## src/shared/reset_seq_pkg.sv

```systemverilog
// Purpose: Constants, encodings and helpers shared by the reset release sequencer.
// Assumes: 100 MHz clock; all delays but the oscillator start-up count timed in 1 us ticks from a divider.
// Notes:   Oscillator select encodings are local to this block.
package reset_seq_pkg;

    // Clock and reference tick
    localparam int CLK_PERIOD_NS = 10;
    localparam int TICK_NS       = 1000;
    localparam int TICK_CYCLES   = TICK_NS / CLK_PERIOD_NS;
    localparam int TICK_W        = 7;

    // Nominal delays, in microseconds
    localparam int POR_DELAY_US      = 10;
    localparam int STARTUP_REG_US    = 20;
    localparam int POWER_UP_TIMER_US           = 64000;
    localparam int TRST_US           = 20;
    localparam int LOCK_US           = 20;
    localparam int MONITOR_DELAY_US  = 100;

    // Delay counter width, in bits
    localparam int COUNT_W = 17;

    // Oscillator start-up counter: 1024 periods on a 10-bit counter
    localparam int OST_W = 10;
    localparam logic [OST_W-1:0] OST_LAST = 10'h3ff;

    // Oscillator select encodings
    localparam logic [2:0] OSC_FRC    = 3'h0;
    localparam logic [2:0] OSC_FRCPLL = 3'h1;
    localparam logic [2:0] OSC_PRI    = 3'h2;
    localparam logic [2:0] OSC_PRIPLL = 3'h3;
    localparam logic [2:0] OSC_SECONDARY_OSC   = 3'h4;
    localparam logic [2:0] OSC_LOW_POWER_INTERNAL_RC   = 3'h5;

    // Oscillator control register layout
    localparam int OSC_CURRENT_OSC_SELECT_LSB = 12;

    // Reset control register layout and values
    localparam int RC_TRAPR  = 15;
    localparam int RC_IOPUWR = 14;
    localparam int RC_EXTR   = 7;
    localparam int RC_SWR    = 6;
    localparam int RC_WDTO   = 4;
    localparam int RC_SLEEP  = 3;
    localparam int RC_IDLE   = 2;
    localparam int RC_BOR    = 1;
    localparam int RC_POR    = 0;
    localparam logic [15:0] RESET_CONTROL_REG_RESET      = 16'h0003;
    localparam logic [15:0] RESET_CONTROL_REG_WR_MASK    = 16'hc1ff;
    localparam logic [15:0] RESET_CONTROL_REG_POR_CLEAR  = 16'hc0de;
    localparam logic [15:0] RESET_CONTROL_REG_BOR_CLEAR  = 16'hc05c;

    // Program counter reset vector
    localparam logic [23:0] RESET_VECTOR = 24'h000000;

    typedef enum logic [1:0] {KIND_POR, KIND_BOR, KIND_OTHER} reset_kind_t;

    // Sources that need the oscillator start-up count
    function automatic logic needs_ost(input logic [2:0] sel, input logic xtal);
        needs_ost = (sel == OSC_SECONDARY_OSC) || (xtal && (sel == OSC_PRI || sel == OSC_PRIPLL));
    endfunction

    // Sources that need the PLL lock time
    function automatic logic needs_lock(input logic [2:0] sel);
        needs_lock = (sel == OSC_FRCPLL) || (sel == OSC_PRIPLL);
    endfunction

endpackage
```

## src/shared/delay_timer_if.sv

```systemverilog
// Purpose: Carries load, count, tick and status between sequencer and a delay timer.
// Assumes: One clock domain.
`timescale 1ns/1ps
interface delay_timer_if;
    import reset_seq_pkg::*;
    logic               load;
    logic [COUNT_W-1:0] count;
    logic               tick;
    logic               busy;
    modport ctrl  (output load, count, tick, input busy);
    modport timer (input load, count, tick, output busy);
endinterface

```

## src/hdl/delay_timer.sv

```systemverilog
// Purpose: Down-counter timing one delay in reference ticks.
// Assumes: load wins over counting; a zero count is never loaded.
// Notes:   busy stays high until the last tick has been counted.
`timescale 1ns/1ps
module delay_timer
    import reset_seq_pkg::*;
(
    input  wire logic  i_clk,
    input  wire logic  i_rst_n,
    delay_timer_if.timer tif
);
    logic [COUNT_W-1:0] cnt;

    // Reload or count down on each reference tick
    always_ff @(posedge i_clk or negedge i_rst_n) begin
        if (!i_rst_n) begin
            cnt <= '0;
        end else if (tif.load) begin
            cnt <= tif.count;
        end else if (tif.tick && cnt != '0) begin
            cnt <= cnt - 1'b1;
        end
    end

    assign tif.busy = (cnt != '0);
endmodule

```

## src/hdl/reset_release_sequencer.sv

```systemverilog
// Purpose: Sequences master reset release, clock selection and code start after any reset.
// Assumes: Reset sources are synchronous active-high levels; i_rst_n is the power-on reset.
// Notes:   Delays but the oscillator start-up count are timed in 1 us reference ticks.
// How it works
// RL1: Switching on: POR/BOR use config, others keep
// RL2: Switching off: always use configured oscillator
// RL3: Hold reset until reset delays expire
// RL4: POR delay power-on plus start-up plus state
// RL5: Other resets wait internal state time only
// RL6: Start-up 20 us with regulator, else timer
// RL7: Wake with regulator applies start-up delay
// RL8: Crystal sources count 1024 oscillator periods
// RL9: PLL sources add lock after start-up count
// RL10: Clock delays run alongside reset delay
// RL11: Execute only once clock is released
// RL12: Monitor sees no clock: switch, raise trap
// RL13: Crystal or PLL: monitor waits extra delay
// RL14: Other registers ignore reset type
// RL15: Oscillator control value from type and config
// RL16: Any reset source asserts master reset
// RL17: Each reset sets its flag; POR clears
// RL18: Release clears PC to address zero
// RL19: Delays are down-counters on reference tick; the start-up count is an up-counter on oscillator ticks
`timescale 1ns/1ps
module reset_release_sequencer
    import reset_seq_pkg::*;
#(
    parameter logic [COUNT_W-1:0] P_POWER_UP_TIMER_US          = COUNT_W'(POWER_UP_TIMER_US),
    parameter logic [COUNT_W-1:0] P_MONITOR_DELAY_US = COUNT_W'(MONITOR_DELAY_US)
) (
    input  wire logic        i_clk,
    input  wire logic        i_rst_n,
    input  wire logic        i_power_on_reset,
    input  wire logic        i_brown_out_reset,
    input  wire logic        i_master_clear_pin,
    input  wire logic        i_watchdog_reset,
    input  wire logic        i_software_reset_instr,
    input  wire logic        i_illegal_opcode_reset,
    input  wire logic        i_trap_conflict_reset,
    input  wire logic        i_clock_switch_en,
    input  wire logic [2:0]  i_config_osc_select,
    input  wire logic        i_primary_is_crystal,
    input  wire logic        i_regulator_en,
    input  wire logic        i_clock_fail_monitor_en,
    input  wire logic        i_osc_running,
    input  wire logic        i_osc_tick,
    input  wire logic        i_wake_event,
    input  wire logic        i_sleep_entry,
    input  wire logic        i_idle_entry,
    input  wire logic        i_reset_control_wr,
    input  wire logic [15:0] i_reset_control_wdata,
    output logic             o_master_system_reset_n,
    output logic             o_cpu_run,
    output logic             o_pc_load,
    output logic [23:0]      o_pc_value,
    output logic [2:0]       o_current_osc_select,
    output logic [15:0]      o_oscillator_control_reg,
    output logic [15:0]      o_reset_control_reg,
    output logic             o_monitor_active,
    output logic             o_osc_fail_trap
);
    typedef enum logic [1:0] {ST_HOLD, ST_RELEASED, ST_WAKE} seq_state_t;
    typedef enum logic [1:0] {CK_OST, CK_LOCK, CK_READY} clk_state_t;

    seq_state_t         state;
    clk_state_t         ck_state;
    reset_kind_t        kind;
    reset_kind_t        next_kind;
    logic               boot;
    logic               por_now;
    logic               any_src;
    logic [TICK_W-1:0]  tick_cnt;
    logic               tick;
    logic [COUNT_W-1:0] startup_us;
    logic [COUNT_W-1:0] sys_count;
    logic [2:0]         next_current_osc_select;
    logic [OST_W-1:0]   ost_cnt;
    logic               release_now;
    logic               wake_start;
    logic               mon_wait;
    logic               mon_start;
    logic               fail_now;
    logic               ran;
    logic [15:0]        next_reset_control_reg;

    delay_timer_if sys_if ();
    delay_timer_if lock_if ();
    delay_timer_if mon_if ();

    delay_timer u_sys_timer  (.i_clk(i_clk), .i_rst_n(i_rst_n), .tif(sys_if));
    delay_timer u_lock_timer (.i_clk(i_clk), .i_rst_n(i_rst_n), .tif(lock_if));
    delay_timer u_mon_timer  (.i_clk(i_clk), .i_rst_n(i_rst_n), .tif(mon_if));

    // The first cycle after power-up acts as a power-on reset source
    always_ff @(posedge i_clk or negedge i_rst_n) begin
        if (!i_rst_n) begin
            boot <= 1'b1;
        end else begin
            boot <= 1'b0;
        end
    end

    // Source combining and classification
    assign por_now = i_power_on_reset | boot;
    assign any_src = por_now | i_brown_out_reset | i_master_clear_pin | i_watchdog_reset
                   | i_software_reset_instr | i_illegal_opcode_reset | i_trap_conflict_reset; // [RL16]
    assign next_kind = por_now ? KIND_POR : (i_brown_out_reset ? KIND_BOR : KIND_OTHER);

    // Free-running 1 us reference tick
    always_ff @(posedge i_clk or negedge i_rst_n) begin
        if (!i_rst_n) begin
            tick_cnt <= '0;
        end else if (tick) begin
            tick_cnt <= '0;
        end else begin
            tick_cnt <= tick_cnt + 1'b1;
        end
    end
    assign tick = (tick_cnt == TICK_W'(TICK_CYCLES - 1)); // [RL19]

    // Reset delay per reset type and regulator state
    always_comb begin
        startup_us = i_regulator_en ? COUNT_W'(STARTUP_REG_US) : P_POWER_UP_TIMER_US; // [RL6]
        case (next_kind)
            KIND_POR: sys_count = COUNT_W'(POR_DELAY_US) + startup_us + COUNT_W'(TRST_US); // [RL4]
            KIND_BOR: sys_count = startup_us + COUNT_W'(TRST_US); // [RL4]
            default:  sys_count = COUNT_W'(TRST_US); // [RL5]
        endcase
        if (!any_src) begin
            sys_count = COUNT_W'(STARTUP_REG_US);
        end
    end

    assign wake_start  = (state == ST_RELEASED) && i_wake_event && i_regulator_en; // [RL7]
    assign release_now = (state == ST_HOLD) && !any_src && !sys_if.busy;
    assign sys_if.load  = any_src || wake_start;
    assign sys_if.count = sys_count;
    assign sys_if.tick  = tick;

    // Main release sequence
    always_ff @(posedge i_clk or negedge i_rst_n) begin
        if (!i_rst_n) begin
            state <= ST_HOLD;
        end else if (any_src) begin
            state <= ST_HOLD; // [RL16]
        end else begin
            case (state)
                ST_HOLD:     if (release_now) state <= ST_RELEASED; // [RL3]
                ST_RELEASED: if (wake_start) state <= ST_WAKE;
                ST_WAKE:     if (!sys_if.busy) state <= ST_RELEASED; // [RL7]
                default:     state <= ST_HOLD;
            endcase
        end
    end

    // Master reset output, low from any source until the delay has run out
    always_ff @(posedge i_clk or negedge i_rst_n) begin
        if (!i_rst_n) begin
            o_master_system_reset_n <= 1'b0;
        end else if (any_src) begin
            o_master_system_reset_n <= 1'b0; // [RL16]
        end else if (release_now) begin
            o_master_system_reset_n <= 1'b1; // [RL3]
        end
    end

    // Latch the reset type seen while sources are active
    always_ff @(posedge i_clk or negedge i_rst_n) begin
        if (!i_rst_n) begin
            kind <= KIND_POR;
        end else if (any_src) begin
            kind <= next_kind;
        end
    end

    // Oscillator choice at reset
    always_comb begin
        next_current_osc_select = o_current_osc_select;
        if (any_src && (!i_clock_switch_en || next_kind != KIND_OTHER)) begin
            next_current_osc_select = i_config_osc_select; // [RL1] [RL2]
        end
    end

    always_ff @(posedge i_clk or negedge i_rst_n) begin
        if (!i_rst_n) begin
            o_current_osc_select <= OSC_FRC;
        end else if (fail_now) begin
            o_current_osc_select <= OSC_FRC; // [RL12]
        end else begin
            o_current_osc_select <= next_current_osc_select; // [RL1] [RL15]
        end
    end
    assign o_oscillator_control_reg = 16'(o_current_osc_select) << OSC_CURRENT_OSC_SELECT_LSB; // [RL15]

    // Clock delays, started with the reset delay so both run together
    assign lock_if.load = (any_src && next_kind != KIND_OTHER && !needs_ost(next_current_osc_select, i_primary_is_crystal)
                           && needs_lock(next_current_osc_select))
                        || (ck_state == CK_OST && i_osc_running && i_osc_tick && ost_cnt == OST_LAST
                           && needs_lock(o_current_osc_select)); // [RL9] [RL10]
    assign lock_if.count = COUNT_W'(LOCK_US);
    assign lock_if.tick  = tick;

    always_ff @(posedge i_clk or negedge i_rst_n) begin
        if (!i_rst_n) begin
            ck_state <= CK_OST;
            ost_cnt  <= '0;
        end else if (any_src) begin
            ost_cnt <= '0;
            if (next_kind == KIND_OTHER) begin
                ck_state <= CK_READY; // [RL5]
            end else if (needs_ost(next_current_osc_select, i_primary_is_crystal)) begin
                ck_state <= CK_OST; // [RL10]
            end else if (needs_lock(next_current_osc_select)) begin
                ck_state <= CK_LOCK; // [RL10]
            end else begin
                ck_state <= CK_READY;
            end
        end else if (fail_now) begin
            ck_state <= CK_READY; // [RL12]
        end else begin
            case (ck_state)
                CK_OST: begin
                    if (i_osc_running && i_osc_tick) begin
                        ost_cnt <= ost_cnt + 1'b1; // [RL8]
                        if (ost_cnt == OST_LAST) begin
                            ck_state <= needs_lock(o_current_osc_select) ? CK_LOCK : CK_READY; // [RL9]
                        end
                    end
                end
                CK_LOCK: if (!lock_if.busy && !lock_if.load) ck_state <= CK_READY; // [RL9]
                CK_READY: ck_state <= CK_READY;
                default:  ck_state <= CK_READY;
            endcase
        end
    end

    // Clock monitor start, delayed for crystal and PLL sources after POR or BOR
    assign mon_if.load  = release_now && kind != KIND_OTHER
                        && (needs_ost(o_current_osc_select, i_primary_is_crystal)
                            || needs_lock(o_current_osc_select)); // [RL13]
    assign mon_if.count = P_MONITOR_DELAY_US;
    assign mon_if.tick  = tick;
    assign mon_start    = (release_now && !mon_if.load) || (mon_wait && !mon_if.busy);
    assign fail_now     = mon_start && i_clock_fail_monitor_en && ck_state != CK_READY; // [RL12]

    always_ff @(posedge i_clk or negedge i_rst_n) begin
        if (!i_rst_n) begin
            mon_wait         <= 1'b0;
            o_monitor_active <= 1'b0;
            o_osc_fail_trap  <= 1'b0;
        end else begin
            o_osc_fail_trap <= fail_now && !any_src;
            if (any_src) begin
                mon_wait         <= 1'b0;
                o_monitor_active <= 1'b0;
            end else if (mon_if.load) begin
                mon_wait <= 1'b1; // [RL13]
            end else if (mon_start) begin
                mon_wait         <= 1'b0;
                o_monitor_active <= i_clock_fail_monitor_en;
            end
        end
    end

    // Code runs only with reset released and a valid clock
    assign o_cpu_run = (state == ST_RELEASED) && (ck_state == CK_READY) && !any_src; // [RL11]
    assign o_pc_load = o_cpu_run && !ran; // [RL18]

    always_ff @(posedge i_clk or negedge i_rst_n) begin
        if (!i_rst_n) begin
            ran        <= 1'b0;
            o_pc_value <= RESET_VECTOR;
        end else if (any_src) begin
            ran        <= 1'b0;
            o_pc_value <= RESET_VECTOR; // [RL14] [RL18]
        end else if (o_pc_load) begin
            ran <= 1'b1;
        end
    end

    // Reset flags: software write, then type-specific clears, then sets win
    always_comb begin
        next_reset_control_reg = o_reset_control_reg;
        if (i_reset_control_wr) begin
            next_reset_control_reg = i_reset_control_wdata & RESET_CONTROL_REG_WR_MASK;
        end
        if (i_sleep_entry || i_idle_entry) begin
            next_reset_control_reg[RC_WDTO] = 1'b0;
        end
        if (por_now) begin
            next_reset_control_reg = next_reset_control_reg & ~RESET_CONTROL_REG_POR_CLEAR; // [RL17]
        end else if (i_brown_out_reset) begin
            next_reset_control_reg = next_reset_control_reg & ~RESET_CONTROL_REG_BOR_CLEAR;
        end
        next_reset_control_reg[RC_POR]    = next_reset_control_reg[RC_POR] | por_now; // [RL17]
        next_reset_control_reg[RC_BOR]    = next_reset_control_reg[RC_BOR] | por_now | i_brown_out_reset;
        next_reset_control_reg[RC_EXTR]   = next_reset_control_reg[RC_EXTR] | i_master_clear_pin;
        next_reset_control_reg[RC_SWR]    = next_reset_control_reg[RC_SWR] | i_software_reset_instr;
        next_reset_control_reg[RC_WDTO]   = next_reset_control_reg[RC_WDTO] | i_watchdog_reset;
        next_reset_control_reg[RC_SLEEP]  = next_reset_control_reg[RC_SLEEP] | i_sleep_entry;
        next_reset_control_reg[RC_IDLE]   = next_reset_control_reg[RC_IDLE] | i_idle_entry;
        next_reset_control_reg[RC_IOPUWR] = next_reset_control_reg[RC_IOPUWR] | i_illegal_opcode_reset;
        next_reset_control_reg[RC_TRAPR]  = next_reset_control_reg[RC_TRAPR] | i_trap_conflict_reset;
    end

    always_ff @(posedge i_clk or negedge i_rst_n) begin
        if (!i_rst_n) begin
            o_reset_control_reg <= RESET_CONTROL_REG_RESET;
        end else begin
            o_reset_control_reg <= next_reset_control_reg; // [RL17]
        end
    end

    // Cycles spent in the delay after the last source went away
    logic [23:0] hold_cycles;
    always_ff @(posedge i_clk or negedge i_rst_n) begin
        if (!i_rst_n) begin
            hold_cycles <= '0;
        end else if (any_src || o_master_system_reset_n) begin
            hold_cycles <= '0;
        end else if (hold_cycles != 24'hffffff) begin
            hold_cycles <= hold_cycles + 1'b1;
        end
    end

    localparam int TRST_MIN_CYCLES = (TRST_US - 1) * TICK_CYCLES;
endmodule

```

## config.mk

```make
export PLATFORM = sky130hd
export DESIGN_NAME = reset_release_sequencer
export DESIGN_NICKNAME = d
export VERILOG_FILES = /design/src/shared/reset_seq_pkg.sv /design/src/shared/delay_timer_if.sv /design/src/hdl/delay_timer.sv /design/src/hdl/reset_release_sequencer.sv
export SDC_FILE = /design/constraint.sdc
export NUM_CORES = 1
export LEC_CHECK = 0
export ABC_AREA = 0
export BUFFER_PORTS_ARGS = -buffer_cell sky130_fd_sc_hd__buf_2
export CORE_ASPECT_RATIO = 1.75
export CORE_MARGIN = 4
export CORE_UTILIZATION = 56
export CTS_CLUSTER_SIZE = 12
export DETAILED_ROUTE_END_ITERATION = 7
export PLACE_DENSITY = 0.88
export SLEW_MARGIN = 10
export SYNTH_ARGS = -nofsm -noshare
export SYNTH_HDL_FRONTEND = slang
export SYNTH_SLANG_ARGS = --single-unit
export TNS_END_PERCENT = 50
```

## constraint.sdc

```tcl
create_clock -name i_clk -period 3.1 [get_ports i_clk]
set_clock_uncertainty 0.15 [all_clocks]
set_input_delay 0 -clock i_clk [delete_from_list [all_inputs] [get_ports i_clk]]
set_output_delay 0 -clock i_clk [all_outputs]
set_load 0.05 [all_outputs]
```

==> results.cfg <==
[sta]
fin_ws_ns = 0.08950
rsz0062_at_grt = false
fin_tns_setup_ns = 0
fin_crit_sh_pct = 97.11
max_freq_mhz = 332.2
period_minus_slack_ns = 3.010
setup_viol = 0
whs_ns = -0.001667
slew_violations = 0
slew_headroom_pct = 48.53
worst_pin_slew_ns = 0.7692
final-hold-violation-count = 1

[floorplanning]
initial_core_util_pct = 56.98
dieArea_um2 = 10850
std_cell_rows = 46
die_y_um = 134.8
ios = 102
die_w_um = 80.48
core_area_um2 = 9036

[clock_network]
clkLatencyLatePin_ns = 0.35
htreeDepth = 3
ctsLongestPathBuffers = 2
cts_inserted_buffers = 9
cts_tree = yes
cts-root-buf = clkbuf_16
clk_pin_slew_ns = 0.06
clock_sinks = 94

[worst_setup_path]
cp-end-kind = register
slowest_stage = dlygate4sd3_1
critical_path.cell_chain = nor4_2 -> nand4_1 -> buf_4 -> or3b_2 -> a221oi_4 -> nor2_1 -> dlygate4sd3_1
startpoint_type = register
crit_type = register to register
arrival_ns = 3.09
worstPathRequired_ns = 3.18
slowest_delay_ns = 0.57
crit_fanout = 6

[synth]
async_reset_ff_share_pct = 100.0
avgSynthCellArea_um2 = 9.535
yosysWarnings = 0
synth_seq_cells = 94
syn_area_um2 = 5149
synth_cell_type_count = 61
synthFlopType = dfrtp_1
synth-edff-count = 0
synthCells = 540
synth-seq-area-share_pct = 45.76

[power]
power.total_uw = 2767
p_leak_uw = 0.002611
switching_share_pct = 27.20
p_seq_share_pct = 46.3
p_sw_uw = 752.5
intPower_uw = 2014
p_comb_share_pct = 13.3
clock_power_share_pct = 40.4
power.density_nw_per_um2 = 454.6
peakVddDrop_mv = 0.3434

[outcome]
violations = hold timing
status = finished with violations

[grt]
grt_pass1_wl_um = 21470
grt-ovfl-total = 0
track_usage_pct = 25.05
antenna_found_initial = 0
first_global_vias = 4602
grt_max_degree = 38

[placed_design]
place.gp.congestion = 0.8591
io_buffer_count = 54
post-dp-hpwl_um = 8510
pre_cts_ws_ns = 0.3864
placed_area_um2 = 5416

[layout]
final_cell_area_um2 = 6087
nets = 679
fillers = 648
area_growth_pct = 18.23
diodes = 0
reg_top3 = u_lock_timer.cnt (17), u_mon_timer.cnt (17), u_sys_timer.cnt (17)
layout-drive-gt1-share_pct = 15.91

[detailed_routing]
drt-total-wl_um = 12860
vias = 4396
via_per_inst = 5.777
drt_first_pass_iters = 5
detail-route-antenna-nets = 0
wl_per_cell_um = 16.90
drt_iter0_drc = 444
drc = 0

[run]
maxCapViolations = 0

[min_path]
hold_class = input pin to async pin
==> worst max-delay path: cells and delay by family, from the launching register on <==
| kind | cells | cell delay [ns] |
|---|---|---|
| AND/OR/NAND/NOR | 4 | 1.19 |
| AO/OA/AOI/OAI | 1 | 0.39 |
| buffers and inverters | 2 | 0.76 |
| flip-flops | 1 | 0.41 |
==> Yosys cell counts (3+ instances only) <==
| master | count | area share (%) |
|---|---|---|
| buf_4 | 45 | 6.6 |
| o21bai_1 | 6 | 0.87 |
| o22a_1 | 8 | 1.4 |
| o41ai_1 | 3 | 0.51 |
| mux2i_1 | 14 | 2.7 |
| clkbuf_1 | 9 | 0.66 |
| nand2_1 | 34 | 2.5 |
| xnor2_1 | 25 | 4.3 |
| nor2b_1 | 8 | 0.97 |
| dfrtp_1 | 91 | 44 |
| or3_1 | 12 | 1.5 |
| a21o_1 | 4 | 0.58 |
| nand4b_1 | 3 | 0.51 |
| inv_1 | 15 | 1.1 |
| a41oi_1 | 3 | 0.51 |
| mux2_2 | 3 | 0.66 |
| nor3b_1 | 5 | 0.73 |
| nor4_1 | 11 | 1.3 |
| dfstp_2 | 3 | 1.5 |
| o21ai_0 | 14 | 1.4 |
| nor3_1 | 22 | 2.1 |
| nor3_2 | 3 | 0.58 |
| nand4_1 | 7 | 0.85 |
| nor2_1 | 77 | 5.6 |
| or4_1 | 6 | 0.87 |
| nand2b_1 | 5 | 0.61 |
| ha_1 | 5 | 1.2 |
| a31oi_1 | 6 | 0.73 |
| nand3b_1 | 4 | 0.58 |
| xor2_1 | 15 | 2.6 |
| and2_1 | 3 | 0.36 |
| nand3_1 | 18 | 1.7 |
| a21oi_1 | 19 | 1.8 |
| and3_1 | 3 | 0.36 |
==> cells by family after synthesis <==
| family | count (synthesis) | share of synthesized area, % |
|---|---|---|
| AO/OA/AOI/OAI | 79 | 10.55 |
| XOR/XNOR | 40 | 6.804 |
| adder cells (fa/ha/maj) | 5 | 1.215 |
| buffers and inverters | 71 | 8.627 |
| flip-flops | 94 | 45.76 |
| multiplexers | 17 | 3.378 |
| other | 1 | 0.07283 |
| AND/OR/NAND/NOR | 233 | 23.60 |
==> repair_timing <==
action,4_1_cts,5_1_grt
endpoints found under the hold margin,113,0
gates resized for setup,0,3
hold buffers,33,0
buffers inserted,0,2
setup endpoints to repair,0,2
==> layout by cell type, fill, tap and decap left out, types with 3 or more instances in the layout <==
cell	count
a21o_1	4
a31oi_1	6
conb_1	43
xor2_1	15
a21oi_1	19
o21bai_1	6
dfstp_2	3
ha_1	5
nand2_1	34
buf_2	53
and2_1	3
o41ai_1	3
nor2_1	77
nor4_1	10
nand4_1	7
xnor2_1	25
and3_1	3
dlygate4sd3_1	33
mux2_2	3
nand4b_1	3
nand2b_1	5
or4_1	6
mux2i_1	14
buf_4	13
nand3_1	18
nand3b_1	4
o21ai_0	14
nor3b_1	5
a41oi_1	3
dfrtp_1	91
o22a_1	8
or3_1	12
clkbuf_16	9
inv_1	15
clkinv_2	3
nor3_1	22
nor2b_1	8
==> through the flow <==
| stage | std cells | utilization (%) |
|---|---|---|
| 2_1_floorplan | 582 | - |
| 3_3_place_gp | 710 | 59.94 |
| 3_5_place_dp | 710 | 59.94 |
| 4_1_cts | 759 | 66.93 |
| 5_1_grt | 761 | 67.36 |
| 6_report | 761 | 67.36 |
==> power groups by stage <==
stage | Sequential, uW | Clock, uW | Combinational, uW
2_1_floorplan | 1340 | 0 | 240
3_3_place_gp | 1300 | 0 | 319
3_5_place_dp | 1300 | 0 | 325
4_1_cts | 1280 | 1130 | 360
5_1_grt | 1280 | 1170 | 392
6_report | 1280 | 1120 | 367
==> metal layers <==
| layer | vias to the layer above | part of all wire [%] | GRT usage (%) |
|---|---|---|---|
| met1 | 2164 | 36 | 27.48 |
| met2 | 189 | 55 | 45.62 |
| met3 | 44 | 5.6 | 4.139 |
| met5 | - | 0 | 0 |
| li1 | 1999 | - | - |
| met4 | 0 | 3.7 | 12.12 |
==> layout make-up <==
class	instances	area, um2	area share [%]
Multi-Input combinational cell	417	2530	41.56
Clock inverter	4	45.04	0.7400
Inverter	15	56.30	0.9250
Sequential cell	94	2356	38.71
Clock buffer	12	256.5	4.214
Timing Repair Buffer	99	693.2	11.39
Tap cell	120	150.1	2.467
==> final timing paths <==
| check | start | to | slack [ns] | depth (start not counted) |
|---|---|---|---|---|
| min in group i_clk | i_clock_fail_monitor_en | o_current_osc_select[0]$_DFF_PN0_ | 0 | 4 |
| max in group asynchronous | i_rst_n | o_reset_control_reg[1]$_DFF_PN1_ | 1.98 | 3 |
| max reg2reg | u_sys_timer.cnt[5]$_DFFE_PN0P_ | o_current_osc_select[2]$_DFF_PN0_ | 0.09 | 7 |
| max | u_sys_timer.cnt[5]$_DFFE_PN0P_ | o_current_osc_select[2]$_DFF_PN0_ | 0.09 | 7 |
| min | i_rst_n | u_mon_timer.cnt[10]$_DFFE_PN0P_ | -0.002 | 2 |
| min reg2reg | tick_cnt[0]$_DFF_PN0_ | tick_cnt[0]$_DFF_PN0_ | 0.33 | 1 |
Note: power is estimated with default switching activity, not from simulation.
